File: src/plt_pkg.sv
// package: register map, field layout and constants of the lock-delay timer
package plt_pkg;
  localparam int ADDR_W = 16;
  localparam int DATA_W = 16;
  localparam logic [ADDR_W-1:0] CLOCK_MODE_OFFSET = 16'h0058;
  localparam int MUL_MSB = 15;
  localparam int MUL_LSB = 12;
  localparam int DIVF_BIT = 11;
  localparam int COUNT_MSB = 10;
  localparam int COUNT_LSB = 3;
  localparam int ONOFF_BIT = 2;
  localparam int NDIV_BIT = 1;
  localparam int STATUS_BIT = 0;
  localparam int COUNT_W = 8;
  localparam int PRESCALE_DIV = 16;
  localparam logic [3:0] MUL_RESET = 4'hF;
  localparam logic [3:0] MUL_QUARTER = 4'hF;
  localparam logic DIVF_RESET = 1'b0;
  localparam logic [COUNT_W-1:0] COUNT_RESET = 8'h00;
  localparam logic ONOFF_RESET = 1'b0;
  localparam logic NDIV_RESET = 1'b1;

  typedef enum logic [1:0] {
    PLT_DIV  = 2'b00,
    PLT_LOCK = 2'b01,
    PLT_MULT = 2'b11
  } plt_mode_e;

  typedef struct packed {
    logic [3:0] mul;
    logic divFrac;
    logic [COUNT_W-1:0] lockDelayCount;
    logic pllOnOff;
    logic multNotDivSelect;
    logic status;
  } plt_clock_mode_s;
endpackage

File: src/plt_prescaler.sv
// divide-by-n tick generator with synchronous restart
`timescale 1ns/1ps
module plt_prescaler #(
  parameter int DIV = 16
) (
  input wire logic clk,
  input wire logic rst_n,
  input wire logic restart,
  output logic tick
);
  localparam int CW = $clog2(DIV);
  localparam logic [CW-1:0] LAST = CW'(DIV - 1);
  logic [CW-1:0] cnt_r;

  always_ff @(posedge clk) begin
    if (!rst_n || restart) begin
      cnt_r <= '0;
    end else if (cnt_r == LAST) begin
      cnt_r <= '0;
    end else begin
      cnt_r <= cnt_r + CW'(1);
    end
  end

  // tick marks the last reference cycle of each group of DIV
  assign tick = (cnt_r == LAST) && !restart;
endmodule // plt_prescaler

File: src/plt_lock_timer.sv
// clock mode register, lock-delay down-counter and core clock selection
`timescale 1ns/1ps
module plt_lock_timer #(
  parameter int COUNT_W = plt_pkg::COUNT_W,
  parameter int PRESCALE_DIV = plt_pkg::PRESCALE_DIV
) (
  input wire logic clk,
  input wire logic rst_n,
  input wire logic [plt_pkg::ADDR_W-1:0] regAddr,
  input wire logic [plt_pkg::DATA_W-1:0] regWdata,
  input wire logic regWr,
  input wire logic regRd,
  output logic [plt_pkg::DATA_W-1:0] regRdata,
  input wire logic multClockIn,
  output logic core_clock_out,
  output logic multClockSelect,
  output logic lockBusy
);
  plt_pkg::plt_clock_mode_s ctrl_r;
  plt_pkg::plt_clock_mode_s wrFields;
  plt_pkg::plt_mode_e mode_r;
  plt_pkg::plt_mode_e mode_nxt;
  logic [COUNT_W-1:0] lockCnt_r;
  logic [1:0] divCnt_r;
  logic [plt_pkg::DATA_W-1:0] regRdata_r;
  logic coreClock_r;
  logic hit;
  logic startLock;
  logic prescaleTick;

  assign wrFields = plt_pkg::plt_clock_mode_s'(regWdata);
  assign hit = (regAddr == plt_pkg::CLOCK_MODE_OFFSET);
  // only a div-to-mult change arms the timer; rewriting mult keeps running
  assign startLock = regWr && hit && wrFields.multNotDivSelect
                     && (mode_r == plt_pkg::PLT_DIV);

  plt_prescaler #(
    .DIV(PRESCALE_DIV)
  ) u_prescaler (
    .clk(clk),
    .rst_n(rst_n),
    .restart(startLock),
    .tick(prescaleTick)
  );

  always_ff @(posedge clk) begin
    if (!rst_n) begin
      ctrl_r.mul <= plt_pkg::MUL_RESET;
      ctrl_r.divFrac <= plt_pkg::DIVF_RESET;
      ctrl_r.lockDelayCount <= plt_pkg::COUNT_RESET;
      ctrl_r.pllOnOff <= plt_pkg::ONOFF_RESET;
      ctrl_r.multNotDivSelect <= plt_pkg::NDIV_RESET;
      ctrl_r.status <= 1'b0;
    end else if (regWr && hit) begin
      ctrl_r <= wrFields;
      ctrl_r.status <= 1'b0;
    end
  end

  always_comb begin
    mode_nxt = mode_r;
    case (mode_r)
      plt_pkg::PLT_DIV: begin
        if (startLock) begin
          mode_nxt = plt_pkg::PLT_LOCK;
        end
      end
      plt_pkg::PLT_LOCK: begin
        if (regWr && hit && !wrFields.multNotDivSelect) begin
          mode_nxt = plt_pkg::PLT_DIV;
        end else if (lockCnt_r == '0) begin
          mode_nxt = plt_pkg::PLT_MULT;
        end
      end
      plt_pkg::PLT_MULT: begin
        // leaving mult mode needs no settling, so it is immediate
        if (regWr && hit && !wrFields.multNotDivSelect) begin
          mode_nxt = plt_pkg::PLT_DIV;
        end
      end
      default: begin
        mode_nxt = plt_pkg::PLT_DIV;
      end
    endcase
  end

  always_ff @(posedge clk) begin
    if (!rst_n) begin
      // reset comes up in mult mode, core clock taken from multClockIn
      mode_r <= plt_pkg::PLT_MULT;
    end else begin
      mode_r <= mode_nxt;
    end
  end

  always_ff @(posedge clk) begin
    if (!rst_n) begin
      lockCnt_r <= '0;
    end else if (startLock) begin
      lockCnt_r <= wrFields.lockDelayCount;
    end else if (mode_r == plt_pkg::PLT_LOCK && prescaleTick && lockCnt_r != '0) begin
      lockCnt_r <= lockCnt_r - COUNT_W'(1);
    end
  end

  // reference divided by 2, or by 4 when the multiplier field reads 15
  always_ff @(posedge clk) begin
    if (!rst_n) begin
      divCnt_r <= 2'h0;
    end else begin
      divCnt_r <= divCnt_r + 2'h1;
    end
  end

  assign multClockSelect = (mode_r == plt_pkg::PLT_MULT);
  assign lockBusy = (mode_r == plt_pkg::PLT_LOCK);

  always_ff @(posedge clk) begin
    if (!rst_n) begin
      coreClock_r <= 1'b0;
    end else if (mode_r == plt_pkg::PLT_MULT) begin
      coreClock_r <= multClockIn;
    end else if (ctrl_r.mul == plt_pkg::MUL_QUARTER) begin
      coreClock_r <= divCnt_r[1];
    end else begin
      coreClock_r <= divCnt_r[0];
    end
  end
  assign core_clock_out = coreClock_r;

  always_ff @(posedge clk) begin
    if (!rst_n) begin
      regRdata_r <= 16'h0000;
    end else if (regRd && hit) begin
      regRdata_r <= {ctrl_r[plt_pkg::DATA_W-1:1], multClockSelect};
    end else begin
      regRdata_r <= 16'h0000;
    end
  end
  assign regRdata = regRdata_r;
endmodule // plt_lock_timer

File: config.mk
export PLATFORM = sky130hd
export DESIGN_NAME = plt_lock_timer
export DESIGN_NICKNAME = d
export VERILOG_FILES = /design/src/plt_pkg.sv /design/src/plt_prescaler.sv /design/src/plt_lock_timer.sv
export SDC_FILE = /design/constraint.sdc
export NUM_CORES = 1
export LEC_CHECK = 0
export ABC_AREA = 1
export BUFFER_PORTS_ARGS = -buffer_cell sky130_fd_sc_hd__buf_4
export CORE_MARGIN = 10
export CORE_UTILIZATION = 35
export CTS_CLUSTER_SIZE = 28
export DETAILED_ROUTE_END_ITERATION = 12
export RECOVER_POWER = 25
export SYNTH_ARGS = -nofsm -noshare
export SYNTH_HDL_FRONTEND = slang
export SYNTH_SLANG_ARGS = --single-unit
File: constraint.sdc
create_clock -name clk -period 1.9 [get_ports clk]
set_input_delay 0.285 -clock clk [delete_from_list [all_inputs] [get_ports clk]]
set_output_delay 0.285 -clock clk [all_outputs]
set_load 0.1 [all_outputs]
---- After elaboration in Yosys (flattened, before gate mapping) ----
Index checks and enable logic that the tools add are counted.
operators by class
  add/sub/neg operators ................... 3
  equal/unequal tests ..................... 8
  mux-type cells .......................... 9
  reductions and logical operators ........ 19
operator list
  cell                 number
  $eq 16x7->1 const B  1
  $mux 8               2
  $eq 4x4->1 const B   2
  $logic_and 1x1->1    8
  $logic_not 8->1      1
  $mux 2               4
  $reduce_bool 8->1    1
  $sub 8x1->8 const B  1
  $pmux 2 s3           1
  $add 4x1->4 const B  1
  $ne 2x1->1 const B   2
  $logic_not 1->1      3
  $ne 3x1->1 const B   1
  $reduce_and 3->1     1
  $add 2x1->2 const B  1
  $eq 2x1->1 const B   1
  $eq 2x2->1 const B   1
  $logic_not 2->1      1
  $mux 1               2
  $reduce_and 2->1     1
  $reduce_bool 2->1    1
  $reduce_or 2->1      1
  $logic_or 1x1->1     1
storage, ports and cells
  flip-flop bits (word level) ............. 48
  input bits .............................. 37
  logic and storage cells ................. 50

---- Depth between registers and ports, before layout ----
Gate-level depths: netlist of the first run.
  depth in word-level cells ............... 10
  gate-level depth with buffers ........... 11
  depth with buffers taken out ............ 11

---- Modules after synthesis ----
A second synthesis of the first run with hierarchy kept.
second synthesis, totals
  cell total of the unflattened synthesis .. 282
  area total of the unflattened synthesis .. 2,078.2 µm²
by module, submodules not included
  module          times used  cells each  area each (µm²)  seq. area each (µm²)
  plt_lock_timer  1           262         1,908.1          880.8
  plt_prescaler   1           20          170.2            80.1

---- Least setup slack after synthesis of the first run ----
OpenSTA, ideal clock, no wires.
  path type ............................... flip-flop to flip-flop
  start ................................... register mode_r[0]
  end ..................................... register coreClock_r (netlist: core_clock_out)
  data arrival time ....................... 1,274 ps
  slack ................................... 493 ps
  stages on the path, launching flop included .. 6
  clock period less this slack ............ 1,407 ps
  path through ............................ dfxtp_1 -> nand2_1 -> inv_1 -> a21oi_1 -> o21ai_0 -> a21oi_1
on the way
  cells in the longest elaborated chain, start to end .. 2
RTL lines
  element                 RTL line               RTL
  from (decl)             plt_lock_timer.sv:21   plt_pkg::plt_mode_e mode_r;
  from (signal assigned)  plt_lock_timer.sv:90   mode_r <= plt_pkg::PLT_MULT;
  from (signal assigned)  plt_lock_timer.sv:92   mode_r <= mode_nxt;
  $eq 2x2->1              n/a
  via multClockSelect     plt_lock_timer.sv:16   output logic multClockSelect,
  $mux 1                  plt_lock_timer.sv:121  end else if (mode_r == plt_pkg::PLT_MULT) begin
  to (signal assigned)    plt_lock_timer.sv:122  coreClock_r <= multClockIn;
  to (signal assigned)    plt_lock_timer.sv:124  coreClock_r <= divCnt_r[1];
  to (signal assigned)    plt_lock_timer.sv:126  coreClock_r <= divCnt_r[0];
  to (decl)               plt_lock_timer.sv:26   logic coreClock_r;
The timed path passes the listed nets, and every way through them passes these cells.
A chain may end at the register's enable or synchronous reset.

---- Final worst setup path of the first run ----
  start ................................... register lockCnt_r[0]
  end ..................................... register lockCnt_r[3]
on the way
  cells in the longest elaborated chain, start to end .. 3
  elaborated cells between the ends (all ways) .. 6
  classes of those cells .................. add/sub (1); mux (2); reduce/logical (3)
RTL lines
  element                                                  RTL line                                      RTL
  from (decl)                                              plt_lock_timer.sv:23                          logic [COUNT_W-1:0] lockCnt_r;
  from (signal assigned)                                   plt_lock_timer.sv:100                         lockCnt_r <= wrFields.lockDelayCount;
  from (signal assigned)                                   plt_lock_timer.sv:102                         lockCnt_r <= lockCnt_r - COUNT_W'(1);
  $sub 8x1->8 / $reduce_bool 8->1 (equally long branches)  plt_lock_timer.sv:102, plt_lock_timer.sv:101
  $mux 8 / $logic_and 1x1->1 (equally long branches)       plt_lock_timer.sv:101                         end else if (mode_r == plt_pkg::PLT_LOCK && prescaleTick && lockCnt_r != '0) begin
  $mux 8 / $reduce_bool 2->1 (equally long branches)       n/a
Parallel ways exist; a longest one is shown, timed or not. The select of a mux whose other input is x is not followed.

==> flow_summary.yaml, run 1 <==
run_status:
  status: "complete, no violations"
pwr:
  peakVddDrop_mv: 0.553
  finalPower_uw: 1880
  power_density_nw_per_um2: 725
  p_leak_uw: 0.00125
synth:
  ys_types: 26
  yosys_warnings: 0
  ys_seq_area_share_pct: 48.1
  synthCells: 263
  syn_area_per_cell_sq_um: 7.60
  syn_area_sq_um: 2000
  ys_ff_latch: 48
  syn_nets: 303
critical_path:
  rr_worst_depth: 11
  critical_path_class: "register to register"
  r2r_start: "lockCnt_r[0]"
  r2r-end: "lockCnt_r[3]"
  cp-end-kind: "register"
  cpLargestDelayFamily: "simple AND/OR/NAND/NOR gates"
  cp.arrival_ps: 1730
  cp_max_fo: 6
  cp.required_ps: 2080
  path_common_cell: "inv_1"
  startpoint_type: "register"
  rrSetupSlack_ps: 350
  slowest_delay_ps: 320
  critical_path.cell_chain: "inv_1 > ha_1 > nand3_1 > nor3_2 > inv_1 > nand2_2 > inv_1 > nand2_1 > nand2_1 > nor2_1 > nor2_1"
  critPathSlowestCell: "dfxtp_1"
  cp_num_buf_inv: 3
drt:
  routed_via_density: 4.22
  dr_total_vias: 1664
  firstDrtPassIters: 4
  wl_per_cell_um: 11.2
  route.detailed.drc: 0
  ant_nets: 0
  wirelength_mm: 4.41
  drt-initial-drc-count: 56
sta:
  final.min_clock_period_ps: 1550
  slew_viol_final: 0
  period_share_pct: 81.5
  max_freq_mhz: 646
  timing.setup.tns_ps: 0
  setup_viol: 0
  max-slew-margin-rel_pct: 47.4
  finalHoldViolations: 0
  skew_ps: 5.52
  worst_pin_slew_ps: 789
  whs_ps: 205
  rsz0062_at_grt: "false"
grt:
  grt_usage_pct: 9.82
  grt-ovfl-total: 0
  antenna_found_initial: 0
  grt_pass1_wl_mm: 7.27
  grt_pass1_vias: 1626
  grt_max_degree: 21
die:
  fp-row-count: 27
  fp.dieW_um: 95.6
  core_area_sq_um: 5540
  initial_core_util_pct: 36.1
  chipHeight_um: 95.6
  die_area_sq_um: 9130
  io_pins: 56
clock_network:
  cts_setup_buffers: 0
  numCtsBuffers: 5
  insertion_delay_ps: 300
  cts-resized-gates: 0
  cts_tree: "built"
  cts_buffer_depth: 2
  cts.clk_slew.worst_paths_ps: 90
  clkSinkCount: 48
  hold_buffers: 0
  cts-root-buf: "clkbuf_8"
  htreeDepth: 2
flow_run:
  cap_violations: 0
cells_and_area:
  seq_area_sq_um: 961
  nets: 361
  drive_above_1_share_pct: 22.4
  nFillCells: 599
  syn_to_final_growth_pct: 29.6
  final_cell_mix: "nor2_1, buf_4, dfxtp_1"
  layoutNonFillerInstCount: 394
  multi_input_area_sq_um: 865
  fin_area_sq_um: 2590
  final_common_cell: "nor2_1"
  num_antenna_cells: 0
placed_design:
  port_buffers: 54
  place_area_sq_um: 2490
  dp_hpwl_mm: 3.48
  gp_congestion: 0.802
  dp_cells: 386
worst_hold_path:
  holdCritPathClass: "primary input to register"
  hold_depth: 3
  min_delay_worst_endpoint: "ctrl_r[12]"
  min_from: "regWdata[12]"
-- report_power, final --
part | total [uW] | switching [uW] | internal, uW | leakage (uW)
sequential | 1020 | 6.54 | 1020 | 0.000388
combinational | 118 | 55.6 | 62.4 | 0.000810
clock | 739 | 343 | 396 | 0.0000548
-- metal layers --
layer	vias to the layer above	wire length (um)	track usage, %	part of all wire, %
met5	-	0	0	0
met4	0	36	2.58	0.82
li1	929	-	-	-
met2	26	2080	17.4	47
met3	4	301	3.61	6.8
met1	705	1990	10.8	45
-- through the flow --
step | worst slack [ps] | util, %
5_1_grt | 203 | 46.7
6_report | 351 | 46.7
2_1_floorplan | 493 | -
4_1_cts | 343 | 47.1
3_3_place_gp | 324 | 45.0
3_5_place_dp | 317 | 45.0
-- worst max path at each step --
| stage | slack [ps] | depth (start not counted) | to | startpoint |
|---|---|---|---|---|
| 2_1_floorplan | 490 | 5 | core_clock_out | mode_r[0] |
| 3_3_place_gp | 320 | 11 | lockCnt_r[3] | regAddr[9] |
| 3_5_place_dp | 320 | 11 | lockCnt_r[7] | regAddr[13] |
| 4_1_cts | 340 | 11 | lockCnt_r[3] | lockCnt_r[0] |
| 5_1_grt | 200 | 11 | lockCnt_r[4] | lockCnt_r[0] |
| 6_report | 350 | 11 | lockCnt_r[3] | lockCnt_r[0] |
-- worst register-to-register path: stages, from the launching register on --
cell and delay, ps:
dfxtp_1 320, inv_1 120, ha_1 160, nand3_1 80
nor3_2 160, inv_1 70, nand2_2 110, inv_1 120
nand2_1 80, nand2_1 60, nor2_1 100, nor2_1 40
-- final cells by class --
type	count	area share, %
clock inverters	3	1.79
flip-flops and latches	48	37.1
well taps	72	3.48
multi-input cells	172	33.4
inverters	37	5.36
clock buffers	5	2.66
repair buffers	57	16.2
-- flip-flops by register name (all words and copies together), names as in the netlist --
register,count
core_clock_out,1
ctrl_r,15
divCnt_r,2
lockCnt_r,8
mode_r,2
regRdata,16
u_prescaler.cnt_r,4
-- synthesized netlist by cell type, drive strengths merged --
library cell / instances / area (sq um)
or2: 1 / 6.26
ha: 3 / 37.5
nor2: 67 / 280
clkbuf: 5 / 18.8
nor3: 1 / 10.0
o221ai: 1 / 8.76
o211ai: 4 / 30.0
xor2: 8 / 70.1
nand4: 3 / 18.8
buf: 1 / 5.00
dfxtp: 48 / 961
xnor2: 2 / 17.5
nand3: 18 / 108
o21ai: 13 / 65.1
a21oi: 13 / 65.1
nand2: 37 / 151
nor4: 1 / 6.26
inv: 37 / 139
-- logic make-up (layout without fill, tap and decap cells) --
logic type | count (synthesis) | count (layout) | synth area share, %
simple gates | 128 | 128 | 29.1
flops | 48 | 48 | 48.1
buf+inv | 43 | 102 | 8.14
compound gates | 31 | 31 | 8.45
xor+xnor | 10 | 10 | 4.38
fa+ha+maj | 3 | 3 | 1.88
(Power assumes the default switching activity.)
==> run 2, diff against run 1 <==
==> constraint.sdc (replaced) <==
create_clock -name clk -period 1.3 [get_ports clk]
set_input_delay 0.195 -clock clk [delete_from_list [all_inputs] [get_ports clk]]
set_output_delay 0.195 -clock clk [all_outputs]
set_load 0.1 [all_outputs]
==> run 2 against run 1 <==
Against the previous run: the run now ends with setup timing left; cell area up 10%; clock skew up 11 ps; register-to-register slack worse by 390 ps; highest routed layer unchanged; setup slack worse by 390 ps; utilization up 4.9 points; fmax up 15%; sequential share of layout area down 3.2 points.
==> flow_summary.yaml, run 2 (same netlist as run 1, synthesis figures left out) <==
sta:
  whs_ps: 98.8
  max_freq_mhz: 745
  setup_viol: 8
  final.min_clock_period_ps: 1340
  worst_pin_slew_ps: 368
  max-slew-margin-rel_pct: 75.4
  finalHoldViolations: 0
  rsz0062_at_grt: "true"
  slew_viol_final: 0
  period_share_pct: 103
  setup_ws_ps: -42.7
  skew_ps: 16.1
cells_and_area:
  final_cell_mix: "buf_4, nor2_1, dfxtp_1"
  syn_to_final_growth_pct: 43.1
  final_common_cell: "buf_4"
  drive_above_1_share_pct: 34.0
  num_antenna_cells: 0
  final_core_util_pct: 51.6
  fin_area_sq_um: 2860
  nets: 377
  largest_register_ffs: 16
grt:
  grt-ovfl-total: 0
  grt_usage_pct: 10.7
  grt_pass1_wl_mm: 7.80
  grt_pass1_vias: 1763
  grt_max_degree: 21
  antenna_found_initial: 0
placed_design:
  dp_slack_ps: -93.1
  dp_hpwl_mm: 3.67
  port_buffers: 54
  gp_congestion: 0.762
  place_area_sq_um: 2620
drt:
  firstDrtPassIters: 4
  route.detailed.drc: 0
  ant_nets: 0
  dr_total_vias: 1756
  drt-initial-drc-count: 74
  routed_via_density: 4.28
  wirelength_mm: 4.67
  wl_per_cell_um: 11.4
clock_network:
  cts_buffer_depth: 2
  numCtsBuffers: 5
  cts_tree: "built"
  insertion_delay_ps: 310
  cts.clk_slew.worst_paths_ps: 100
  hold_buffers: 0
  clkSinkCount: 48
  htreeDepth: 2
  cts-root-buf: "clkbuf_8"
critical_path:
  cp_num_buf_inv: 3
  critical_path.cell_chain: "inv_2 > ha_4 > nand3_2 > nor3_2 > inv_1 > nand2_4 > inv_4 > nand2_1 > nand2_1 > nor2_1 > nor2_1"
  critPathSlowestCell: "dfxtp_2"
  cp.required_ps: 1490
  cpLargestDelayFamily: "simple AND/OR/NAND/NOR gates"
  cp.arrival_ps: 1530
  cp-end-kind: "register"
  slowest_delay_ps: 330
  critical_path_class: "register to register"
  startpoint_type: "register"
  cp_max_fo: 6
die:
  io_pins: 56
  fp-row-count: 27
  initial_core_util_pct: 36.1
  chipHeight_um: 95.6
  die_area_sq_um: 9130
  core_area_sq_um: 5540
  fp.dieW_um: 95.6
pwr:
  peakVddDrop_mv: 0.628
  finalPower_uw: 2960
  power_density_nw_per_um2: 1030
  p_leak_uw: 0.00138
run_status:
  violations: "setup timing"
  status: "complete, but fails checks"
worst_hold_path:
  holdCritPathClass: "primary input to register"
flow_run:
  cap_violations: 0
==> run 2: cell types whose count changed in the layout (fill, tap and decap cells not counted), sizes merged <==
cell    delta
buf       +18
clkbuf     -2
bufinv     +1
inv        -1
==> run 2: path summary, 6_finish.rpt <==
check / start / end / slack, ps / depth (start not counted)
hold / removal: regWdata[12] / ctrl_r[12] / 100 / 3
hold reg to reg: ctrl_r[1] / regRdata[1] / 430 / 2
setup reg to reg: lockCnt_r[1] / lockCnt_r[3] / -40 / 11
setup / recovery: lockCnt_r[1] / lockCnt_r[3] / -40 / 11
==> run 2: tightest hold or removal path: stages <==
cell	delay, ps
buf_4	80
nand2_1	40
o211ai_1	60
==> run 2: routing by layer <==
layer  track usage, %  share of wire [%]  vias to the layer above
met4             2.95                1.1                        0
met2             19.3                 50                       28
met1             11.5                 43                      757
li1                 -                  -                      966
met5                0                  0                        -
met3             3.61                6.2                        5
==> run 2: metrics by stage <==
step	std cells	TNS [ps]
final	410	-274
after floorplan	263	-45.8
after detailed placement	401	-698
after CTS	412	-840
after global placement	401	-589
after global routing	410	-1210
==> run 2: power by group <==
group / internal [uW] / leakage, uW / switching (uW)
Combinational: 96.9 / 0.000925 / 85.4
Clock: 774 / 0.0000687 / 509
Sequential: 1480 / 0.000389 / 9.54
Total: 2350 / 0.00138 / 604
==> run 2: final cells by class <==
class / instances / area [sq um]
clock buffer: 5 / 68.8
sequential: 48 / 968
clock inverter: 3 / 68.8
tap: 72 / 90.1
timing repair buffer: 73 / 571
multi-input combinational: 172 / 948
fill: 554 / 2680
inverter: 37 / 145
==> run 2: timing repair <==
item / in CTS / in global routing
setup buffers: 3 / 0
resized for setup: 12 / 16
cloned: 0 / 0
endpoints found under the setup margin: 10 / 11
pin swaps: 12 / 4
hold endpoints to repair: 0 / 0
==> run 3, diff against run 2 <==
--- a/config.mk
+++ b/config.mk
@@ -14,4 +14,5 @@
 export RECOVER_POWER = 25
 export SYNTH_ARGS = -nofsm -noshare
 export SYNTH_HDL_FRONTEND = slang
+export SYNTH_HIERARCHICAL = 1
 export SYNTH_SLANG_ARGS = --single-unit
==> run 3 against run 2 <==
Against the previous run: the run still ends with setup timing left; first-iteration DRC count is 38% lower; via count rose by 16%; non-clock buffer count grew 16; wire length up 16%; sequential power hardly changed; die area rose by 3.2%; flip-flop and latch count stayed put; clock skew fell by 8.8 ps; synthesized cell count up 7.2%; utilization rose by 0.98 points; area after synthesis increased by 4.0%; cell area grew 7.6%; critical path type unchanged; highest routed layer unchanged.
==> flow_summary.yaml, run 3 <==
run_status:
  status: "complete, but fails checks"
  violations: "setup timing"
sta:
  slew_viol_final: 0
  period_share_pct: 116
  setup_viol: 10
  final.min_clock_period_ps: 1500
  max-slew-margin-rel_pct: 68.4
  setup_ws_ps: -203
  worst_pin_slew_ps: 474
  whs_ps: 110
  rsz0062_at_grt: "true"
  timing.setup.tns_ps: -1470
  max_freq_mhz: 665
  finalHoldViolations: 0
  skew_ps: 7.33
die:
  initial_core_util_pct: 35.5
  io_pins: 56
  chipHeight_um: 97.1
  fp.dieW_um: 97.1
  core_area_sq_um: 5850
  die_area_sq_um: 9420
  fp-row-count: 28
clock_network:
  clkSinkCount: 48
  numCtsBuffers: 5
  cts_buffer_depth: 2
  cts_tree: "built"
  htreeDepth: 2
  hold_buffers: 0
  cts.clk_slew.worst_paths_ps: 80
  insertion_delay_ps: 310
  cts-root-buf: "clkbuf_8"
critical_path:
  rrSetupSlack_ps: -200
  critPathSlowestCell: "dfxtp_2"
  cp_num_buf_inv: 3
  cp_max_fo: 5
  startpoint_type: "register"
  cpLargestDelayFamily: "simple AND/OR/NAND/NOR gates"
  slowest_delay_ps: 360
  cp.arrival_ps: 1730
  cp-end-kind: "register"
  critical_path.cell_chain: "ha_4 > nand3_4 > nor2_2 > inv_1 > nor2_2 > nand2_2 > buf_4 > nand2_4 > buf_4 > nor2_2 > nor3_2"
  rr_worst_depth: 11
  r2r-end: "lockCnt_r[0]"
  path_common_cell: "nor2_2"
  critical_path_class: "register to register"
  cp.required_ps: 1530
  r2r_start: "u_prescaler/cnt_r[0]"
cells_and_area:
  seq_area_sq_um: 970
  drive_above_1_share_pct: 38.3
  fin_area_sq_um: 3080
  multi_input_area_sq_um: 1020
  final_cell_mix: "buf_4, nor2_1, dfxtp_1"
  nFillCells: 574
  largest_register_ffs: 16
  syn_to_final_growth_pct: 48.1
  layoutNonFillerInstCount: 448
  final_common_cell: "buf_4"
  nets: 412
  num_antenna_cells: 0
grt:
  antenna_found_initial: 0
  grt_pass1_vias: 2037
  grt_max_degree: 26
  grt-ovfl-total: 0
  grt_usage_pct: 11.5
  grt_pass1_wl_mm: 9.24
drt:
  wirelength_mm: 5.40
  routed_via_density: 4.53
  route.detailed.drc: 0
  dr_total_vias: 2030
  firstDrtPassIters: 4
  wl_per_cell_um: 12.1
  drt-initial-drc-count: 46
  ant_nets: 0
synth:
  ys_ff_latch: 48
  synth_top_area_share_pct: 46.2
  synth_top_area_cell: "dfxtp_1"
  synth_edf_count: 0
  ys_types: 26
  ys_seq_area_share_pct: 46.2
  synthFlopType: "dfxtp_1"
  synthCells: 282
  async_flop_share_pct: 0
  syn_area_per_cell_sq_um: 7.37
  yosysMostFrequentCell: "nor2_1"
  yosys-top-cells-count: "nor2_1, dfxtp_1, inv_1"
  yosys_warnings: 6
  syn_area_sq_um: 2080
  ys_top_cells_by_area: "dfxtp_1, nor2_1, inv_1, nand2_1, a211oi_1"
  syn_nets: 322
pwr:
  peakVddDrop_mv: 0.665
  p_leak_uw: 0.00148
  power_density_nw_per_um2: 909
placed_design:
  dp_hpwl_mm: 4.24
  dp_cells: 434
  dp_slack_ps: -354
  place_area_sq_um: 2810
  gp_congestion: 0.809
  port_buffers: 54
worst_hold_path:
  holdCritPathClass: "primary input to register"
  hold_depth: 3
  min_delay_worst_endpoint: "ctrl_r[14]"
  min_from: "regWdata[14]"
flow_run:
  cap_violations: 0
## run 3: changes by cell type after synthesis, sizes merged, moves of 5 or more
cell / change
a211oi: +10
nor2: +10
a21oi: -9
nand2: +9
inv: +8
o21ai: -8
xor2: -7
nand4: +5
## run 3: stage by stage
| stage | power (uW) | utilization (%) |
|---|---|---|
| CTS | 2830 | 51.6 |
| global route | 2910 | 52.6 |
| detailed placement | 1740 | 48.1 |
| floorplan | 1610 | - |
| finish | 2800 | 52.6 |
| global placement | 1740 | 48.1 |
## run 3: worst max path at each step
stage                                    start           end  slack [ps]  cells past startpoint
after global placement              regAddr[9]  lockCnt_r[7]        -310                     16
after detailed placement            regAddr[9]  lockCnt_r[3]        -350                     18
final                     u_prescaler/cnt_r[0]  lockCnt_r[0]        -200                     11
after CTS                 u_prescaler/cnt_r[1]  lockCnt_r[2]        -180                     14
after global routing      u_prescaler/cnt_r[0]  lockCnt_r[3]        -330                     14
after floorplan                     regAddr[9]  lockCnt_r[2]        -160                     17
## run 3: area by class of cell
class	count	share of cell area, %
Multi-Input combinational cell	180	33.1
Timing Repair Buffer	89	22.5
Clock buffer	5	2.24
Clock inverter	3	1.34
Inverter	48	6.22
Sequential cell	48	31.5
Tap cell	75	3.05
## run 3: worst min-delay path, cell delays in order
cell and delay (ps):
buf_4 70, nand2_1 40, o211ai_1 60
## run 3: cell families after synthesis
kind of cell | after synthesis | synth area share (%)
adder cells (fa/ha/maj) | 3 | 1.81
buffers and inverters | 54 | 9.99
XOR/XNOR | 3 | 1.26
AND/OR/NAND/NOR | 149 | 32.6
AO/OA/AOI/OAI | 25 | 8.07
flip-flops | 48 | 46.2
## run 3: what timing repair did
action	4_1_cts	5_1_grt
setup buffers	4	3
pin swaps	3	9
endpoints found under the hold margin	0	0
gates resized for setup	17	21
endpoints found under the setup margin	10	11
## run 3: power by group
part	switching (uW)	leakage, uW	internal (uW)
registers	11.9	0.000389	1480
clock network	514	0.0000585	571
logic	101	0.00103	116
## run 3: layer usage
layer	routed length (um)	vias up	GRT usage [%]
li1	-	1057	-
met4	80	0	4.31
met5	0	-	0
met2	2710	37	19.8
met1	2340	929	13.0
met3	277	7	3.56
